File: config.mk
export PLATFORM = sky130hd
export DESIGN_NAME = hif_regs
export DESIGN_NICKNAME = d
export VERILOG_FILES = /design/src/hif_pkg.sv /design/src/hif_regs.sv
export SDC_FILE = /design/constraint.sdc
export NUM_CORES = 1
export LEC_CHECK = 0
export ABC_AREA = 1
export ABC_CLOCK_PERIOD_IN_PS = 3550
export BUFFER_PORTS_ARGS = -buffer_cell sky130_fd_sc_hd__buf_2
export CAP_MARGIN = 10
export CORE_UTILIZATION = 49
export DETAILED_ROUTE_END_ITERATION = 10
export MAX_ROUTING_LAYER = met4
export PLACE_DENSITY = 0.81
export SLEW_MARGIN = 5
export SYNTH_ARGS = -nofsm -noshare
export SYNTH_HDL_FRONTEND = slang
export SYNTH_SLANG_ARGS = --single-unit
File: constraint.sdc
create_clock -name mclk -period 3.55 [get_ports mclk]
set_input_delay 0.1775 -clock mclk [delete_from_list [all_inputs] [get_ports mclk]]
set_output_delay 0.1775 -clock mclk [all_outputs]
set_load 0.02 [all_outputs]
File: src/hif_pkg.sv
// Package: register map, field positions, reset values and carriers of the host configuration bank.
package hif_pkg;

	// ------------------------------------------------------------
	// Register offsets (byte addresses)
	// ------------------------------------------------------------
	localparam logic [7:0] ADDR_INTERRUPT_MASK   = 8'h5C;
	localparam logic [7:0] ADDR_BYTE_ORDER_PROBE = 8'h64;
	localparam logic [7:0] ADDR_FIFO_THRESHOLDS  = 8'h68;
	localparam logic [7:0] ADDR_RECEIVE_CONFIG   = 8'h6C;

	// ------------------------------------------------------------
	// Reset values and fixed patterns
	// ------------------------------------------------------------
	localparam logic [31:0] BYTE_ORDER_PATTERN  = 32'h87654321;
	localparam logic [31:0] INTERRUPT_MASK_RST  = 32'h00000000;
	localparam logic [31:0] INTERRUPT_MASK_WMSK = 32'h83BFEFFF;
	localparam logic [31:0] FIFO_THRESHOLDS_RST = 32'h48000000;
	localparam logic [31:0] RECEIVE_CONFIG_WMSK = 32'hCFFF9F00;

	// ------------------------------------------------------------
	// Field positions
	// ------------------------------------------------------------
	localparam int TX_SPACE_LSB      = 24;
	localparam int TX_STAT_LVL_LSB   = 16;
	localparam int RX_SPACE_LSB      = 8;
	localparam int RX_STAT_LVL_LSB   = 0;
	localparam int ALIGN_LSB         = 30;
	localparam int COUNTDOWN_LSB     = 16;
	localparam int FLUSH_BIT         = 15;
	localparam int OFFSET_LSB        = 8;
	localparam int SRC_TX_SPACE      = 9;
	localparam int SRC_TX_STAT_LVL   = 7;
	localparam int SRC_RX_SPACE      = 5;
	localparam int SRC_RX_STAT_LVL   = 3;
	localparam int SRC_RX_DMA_DONE   = 20;

	// ------------------------------------------------------------
	// End alignment codes
	// ------------------------------------------------------------
	typedef enum logic [1:0] {
		HIF_ALIGN_4  = 2'h0,
		HIF_ALIGN_16 = 2'h1,
		HIF_ALIGN_32 = 2'h2,
		HIF_ALIGN_RS = 2'h3
	} hif_align_e;

	// Host register access, one word per strobe.
	typedef struct packed {
		logic        rd;
		logic        wr;
		logic [7:0]  addr;
		logic [31:0] wdata;
	} hif_bus_s;

	// FIFO occupancy reported by the FIFO controllers.
	typedef struct packed {
		logic [7:0] tx_space;
		logic [7:0] tx_stat_used;
		logic [7:0] rx_space;
		logic [7:0] rx_stat_used;
	} hif_levels_s;

	// Complete state of the bank.
	typedef struct packed {
		logic [31:0] mask;
		logic [31:0] status;
		logic [31:0] thresholds;
		logic [1:0]  align;
		logic [11:0] countdown;
		logic        flush;
		logic [4:0]  offset;
		logic [2:0]  word_offset;
		logic [31:0] rdata;
		logic        irq;
	} hif_state_s;

endpackage : hif_pkg

File: src/hif_regs.sv
// Module: host interrupt mask, FIFO thresholds and receive configuration bank.
`timescale 1ns/1ps
`default_nettype none

module hif_regs (
	// Clock and reset
	input  wire logic                mclk,
	input  wire logic                resetn,
	// Host register port
	input  wire hif_pkg::hif_bus_s   bus,
	output logic [31:0]              rdata,
	output logic                     irq,
	// Interrupt sources and FIFO levels
	input  wire logic [31:0]         src_events,
	input  wire hif_pkg::hif_levels_s levels,
	// Receive datapath
	input  wire logic                rx_word_read,
	input  wire logic                rx_packet_end,
	output logic                     rx_flush,
	output logic [1:0]               rx_align,
	output logic [4:0]               rx_offset,
	output logic [2:0]               rx_pad_words,
	// Status view for the status register elsewhere
	output logic [31:0]              status
);

	hif_pkg::hif_state_s st;
	hif_pkg::hif_state_s next_st;
	logic [31:0]         events;
	logic [31:0]         wsel;
	logic                cnt_done;
	logic [2:0]          pad;

	// ------------------------------------------------------------
	// FIFO level and countdown events
	// ------------------------------------------------------------
	// Level events are plain comparisons; they re-fire each cycle while true,
	// which is harmless since the status bit is sticky anyway.
	always_comb begin
		events = src_events;
		events[hif_pkg::SRC_TX_SPACE] = src_events[hif_pkg::SRC_TX_SPACE] |
			(levels.tx_space >
			 st.thresholds[hif_pkg::TX_SPACE_LSB +: 8]);
		events[hif_pkg::SRC_TX_STAT_LVL] =
			src_events[hif_pkg::SRC_TX_STAT_LVL] |
			(levels.tx_stat_used >
			 st.thresholds[hif_pkg::TX_STAT_LVL_LSB +: 8]);
		events[hif_pkg::SRC_RX_SPACE] = src_events[hif_pkg::SRC_RX_SPACE] |
			(levels.rx_space <
			 st.thresholds[hif_pkg::RX_SPACE_LSB +: 8]);
		events[hif_pkg::SRC_RX_STAT_LVL] =
			src_events[hif_pkg::SRC_RX_STAT_LVL] |
			(levels.rx_stat_used >
			 st.thresholds[hif_pkg::RX_STAT_LVL_LSB +: 8]);
		events[hif_pkg::SRC_RX_DMA_DONE] =
			src_events[hif_pkg::SRC_RX_DMA_DONE] | cnt_done;
	end

	// Countdown hits zero on the read that consumes its last word.
	assign cnt_done = rx_word_read & (st.countdown == 12'h001);

	// ------------------------------------------------------------
	// Padding words for the end alignment
	// ------------------------------------------------------------
	// The reserved code pads nothing, the safest reading for a bad value.
	always_comb begin
		case (hif_pkg::hif_align_e'(st.align))
			hif_pkg::HIF_ALIGN_4:  pad = 3'h0;
			hif_pkg::HIF_ALIGN_16: pad = 3'h3;
			hif_pkg::HIF_ALIGN_32: pad = 3'h7;
			default:               pad = 3'h0;
		endcase
	end

	// ------------------------------------------------------------
	// Next state
	// ------------------------------------------------------------
	always_comb begin
		next_st = st;
		wsel    = bus.wr ? 32'hFFFFFFFF : 32'h00000000;
		next_st.flush = 1'b0;

		// No write clears status, since the clear mask is all zero; new events are ORed in.
		next_st.status = (st.status & ~(bus.wdata & wsel &
			{32{bus.addr == hif_pkg::ADDR_INTERRUPT_MASK}} &
			32'h00000000)) | events;

		if (bus.wr) begin
			case (bus.addr)
				hif_pkg::ADDR_INTERRUPT_MASK: begin
					next_st.mask = bus.wdata &
						hif_pkg::INTERRUPT_MASK_WMSK;
				end
				hif_pkg::ADDR_FIFO_THRESHOLDS: begin
					next_st.thresholds = bus.wdata;
				end
				hif_pkg::ADDR_RECEIVE_CONFIG: begin
					next_st.align = bus.wdata[hif_pkg::ALIGN_LSB +: 2];
					next_st.offset = bus.wdata[hif_pkg::OFFSET_LSB +: 5];
					next_st.flush = bus.wdata[hif_pkg::FLUSH_BIT];
				end
				default: begin
				end
			endcase
		end

		// Host may reload the countdown at any time; its write wins over a read.
		if (bus.wr && bus.addr == hif_pkg::ADDR_RECEIVE_CONFIG) begin
			next_st.countdown = bus.wdata[hif_pkg::COUNTDOWN_LSB +: 12];
		end else if (rx_word_read && st.countdown != 12'h000) begin
			next_st.countdown = st.countdown - 12'h001;
		end

		// Word offset latches on a word read so a running packet sees it
		// only from the next word onward.
		if (rx_word_read || rx_packet_end) begin
			next_st.word_offset = st.offset[4:2];
		end

		// Read data is registered.
		case (bus.addr)
			hif_pkg::ADDR_INTERRUPT_MASK:   next_st.rdata = st.mask;
			hif_pkg::ADDR_BYTE_ORDER_PROBE:
				next_st.rdata = hif_pkg::BYTE_ORDER_PATTERN;
			hif_pkg::ADDR_FIFO_THRESHOLDS:  next_st.rdata = st.thresholds;
			hif_pkg::ADDR_RECEIVE_CONFIG: begin
				next_st.rdata = {st.align, 2'h0, st.countdown, 1'b0, 2'h0,
					st.offset, 8'h00};
			end
			default:                        next_st.rdata = 32'h00000000;
		endcase
		if (!bus.rd) begin
			next_st.rdata = st.rdata;
		end

		next_st.irq = |(next_st.status & next_st.mask);
	end

	// ------------------------------------------------------------
	// State register
	// ------------------------------------------------------------
	always_ff @(posedge mclk or negedge resetn) begin
		if (!resetn) begin
			st            <= '0;
			st.mask       <= hif_pkg::INTERRUPT_MASK_RST;
			st.thresholds <= hif_pkg::FIFO_THRESHOLDS_RST;
		end else begin
			st <= next_st;
		end
	end

	// ------------------------------------------------------------
	// Outputs
	// ------------------------------------------------------------
	assign rdata        = st.rdata;
	assign irq          = st.irq;
	assign rx_flush     = st.flush;
	assign rx_align     = st.align;
	assign rx_offset    = {st.word_offset, st.offset[1:0]};
	assign rx_pad_words = pad;
	assign status       = st.status;

endmodule : hif_regs

`default_nettype wire

==> results.yml <==
logic_synthesis:
  synth-edff-count: 0
  synth_xor_area_share_pct: 0.759
  ys.flop_type: "dfrtp_1"
  async_reset_ff_share_pct: 100
  synth_top_family_by_area: "simple AND/OR/NAND/NOR gates"
  synthesis.nets: 1117
  ys_ff_latch: 152
  synth_area_um2: 8080
  yosysWarnings: 0
  synth-compound-area-share_pct: 10.5
  synth_mux_area_share_pct: 0
  netlist_instances: 972
  syn_avg_cell_area_um2: 8.31
  synthSimpleGateAreaFrac_pct: 21.9
  ys_seq_area_share_pct: 47.1
  yosysUniqueCellTypes: 34
  yosys.area_share.adder_pct: 5.42
clock_tree:
  cts-root-buf: "clkbuf_16"
  cts_tree: "built"
  clock_latency_ns: 0.44
  postCtsSetupBuffers: 0
  post_cts_resized: 0
  cts_htree_levels: 4
  clock_sinks: 152
  cts_max_path_buffers: 2
  cts_buffers: 17
  clk_pin_slew_ns: 0.06
die:
  chipHeight_um: 130
  core_area_um2: 16000
  dieWidth_um: 130
  io_pins: 186
  num_rows: 46
  dieArea_um2: 17000
  initial_core_util_pct: 50.5
global_route:
  grt_pass1_vias: 6851
  grt_pass1_wl_mm: 35.6
  grt-ovfl-total: 0
  grt_max_degree: 98
  antenna_found_initial: 0
  gr-usage-all-layers_pct: 29.4
critical_path:
  startpoint_type: "primary input"
  critPathMostFrequentCell: "inv_1"
  max_stage_delay_ns: 0.73
  crit_chain: "buf_2 > inv_1 > nor2_1 > nand3_1 > inv_1 > nand2_1 > buf_4 > inv_1 > nand2_2 > o21ai_0"
  path_delay_family: "simple AND/OR/NAND/NOR gates"
  cp.arrival_ns: 2.43
  cp_data_required_time_ns: 3.87
  worstPathMaxFanout: 64
  crit_type: "primary input to flop"
  cp_num_buf_inv: 5
  crit_path_top_delay_cell: "nand2_2"
  end_kind: "flop"
place:
  hpwlAfterDp_mm: 16.4
  gp_congestion: 0.908
  io_buffers: 185
drt:
  ant_nets: 0
  dr.pass1.iters: 7
  wl_per_cell_um: 17.1
  vias_per_cell: 5.27
  totalWireLength_mm: 23.0
  drc: 0
  drt_iter0_drc: 653
  vias: 7073
pwr:
  powerDensity_nw_per_um2: 457
  ir_worst_vdd_v: 0.000352
  total_power_w: 0.00439
  p_leak_nw: 4.93
cells_and_area:
  area_growth_pct: 18.8
  multi_input_area_um2: 3120
  fillers: 1425
  nNetsFinal: 1259
  antenna_cells: 0
  drive_gt1_share_pct: 22.9
  regArea_um2: 3810
status:
  outcome: "complete, no violations"
sta:
  setup_viol: 0
  fmax_mhz: 473
  slew_viol_final: 0
  relSlewSlack_pct: 26.7
  fin_tns_setup_ns: 0
  fin_crit_ns: 2.11
  period_share_pct: 59.5
  tightest_slew_ns: 1.10
  hold_viol: 0
  fin_skew_ns: 0.00797
  rsz0062_at_grt: "false"
job:
  drv_cap: 0
hold_path:
  worstHoldPathType: "primary input to flop"
-- Yosys cell counts, types with 2 or more instances --
cell type	count	area, um^2
a21oi_1	37	185
or2_2	25	156
clkbuf_1	16	60.1
buf_2	8	40.0
nand2_1	237	890
nor2_8	2	40.0
o21ai_0	63	315
xor2_1	7	61.3
nor3_1	5	25.0
o22ai_1	16	100
and2_1	17	106
o21a_1	6	45.0
o221ai_1	7	61.3
buf_1	2	7.51
inv_2	3	11.3
o211ai_1	8	60.1
ha_1	35	438
dfrtp_1	150	3750
buf_4	74	556
inv_1	124	465
nand4_1	20	125
a211oi_1	2	15.0
nand3_1	39	195
nand2_2	4	25.0
nor2_1	50	188
o21ai_1	6	30.0
dfstp_2	2	52.6
-- worst paths after layout --
check	end	slack (ns)	depth (start not counted)	from
worst max-delay path	st[77]	1.44	10	bus[37]
worst min-delay path	st[83]	0.006	3	bus[27]
worst max register to register	st[51]	1.68	8	st[44]
worst min register to register	status[29]	0.48	2	status[29]
max in group asynchronous	st[86]	2.28	3	resetn
min in group asynchronous	status[10]	0.41	2	resetn
-- layout make-up --
type | count | area share [%]
multi-input cells | 591 | 32.5
clock buffers | 20 | 4.65
repair buffers | 224 | 13.8
clock inverters | 12 | 1.56
well taps | 216 | 2.82
flip-flops and latches | 152 | 39.7
inverters | 128 | 5.01
-- flip-flops by register name, indices dropped and copies added, names as in the netlist --
register and count:
status 32, st 79, rx_flush 1, rdata 32, rx_offset 5, irq 1, rx_align 2
-- per-stage QoR --
stage | setup WS [ns] | area [um^2] | util [%] | instances | hold WS (ns)
final | 1.44 | 9600 | 60.0 | 1343 | 0.00580
after global routing | 1.24 | 9600 | 60.0 | 1343 | 0.00474
after CTS | 1.52 | 9600 | 60.0 | 1343 | 0.000642
after detailed placement | 1.11 | 8650 | 54.1 | 1276 | 0.340
after global placement | 1.31 | 8650 | 54.1 | 1276 | 0.341
after floorplan | 2.02 | 8080 | - | 972 | -0.118
-- cell families (layout without fill, tap and decap cells) --
| group | count (synthesis) | count (layout) |
|---|---|---|
| xor gates and xnor gates | 7 | 7 |
| and+or+nand+nor | 400 | 400 |
| AOI/OAI and AO/OA | 149 | 149 |
| buffers and inverters | 229 | 384 |
| DFF | 152 | 152 |
| adders and majority gates | 35 | 35 |
-- power by group --
part / switching (W) / leakage (nW) / internal [W] / total [W]
sequential: 0.0000900 / 1.78 / 0.00183 / 0.00192
clock: 0.000737 / 0.286 / 0.00112 / 0.00186
combinational: 0.000371 / 2.87 / 0.000235 / 0.000606
-- layout by cell type, fill, tap and decap left out, drive strengths merged, types with 2 or more instances in the layout --
| master | Yosys | routed |
|---|---|---|
| o21ai | 69 | 69 |
| inv | 127 | 128 |
| dlygate4sd3 | 0 | 35 |
| a21oi | 37 | 37 |
| dfstp | 2 | 2 |
| nand3 | 40 | 40 |
| clkinv | 1 | 6 |
| nor3 | 5 | 5 |
| nand2 | 241 | 241 |
| dfrtp | 150 | 150 |
| clkinvlp | 0 | 3 |
| buf | 85 | 189 |
| nand4 | 20 | 20 |
| or2 | 25 | 25 |
| o21a | 6 | 6 |
| a211oi | 2 | 2 |
| clkbuf | 16 | 20 |
| o22ai | 16 | 16 |
| xor2 | 7 | 7 |
| nor2 | 52 | 52 |
| bufinv | 0 | 3 |
| o221ai | 7 | 7 |
| o211ai | 8 | 8 |
| ha | 35 | 35 |
| and2 | 17 | 17 |
-- routing by layer --
metal  routed length (um)  up-vias  track usage, %  share of wire [%]
li1                     -     3324               -                  -
met1                 9670     3325            37.2                 42
met2                10400      360            44.2                 45
met3                 1840       64            5.78                8.0
met4                 1070        0            16.5                4.7
met5                    0        -               -                  0
-- tightest hold or removal path, cell delays in order --
cell	delay, ns
buf_2	0.11
nor2_1	0.09
a21oi_1	0.05
-- timing repair --
action | CTS | global route
endpoints found under the setup margin | 0 | 0
endpoints found under the hold margin | 129 | 0
hold buffers | 35 | 0
Note: power is estimated with default switching activity, not from simulation.
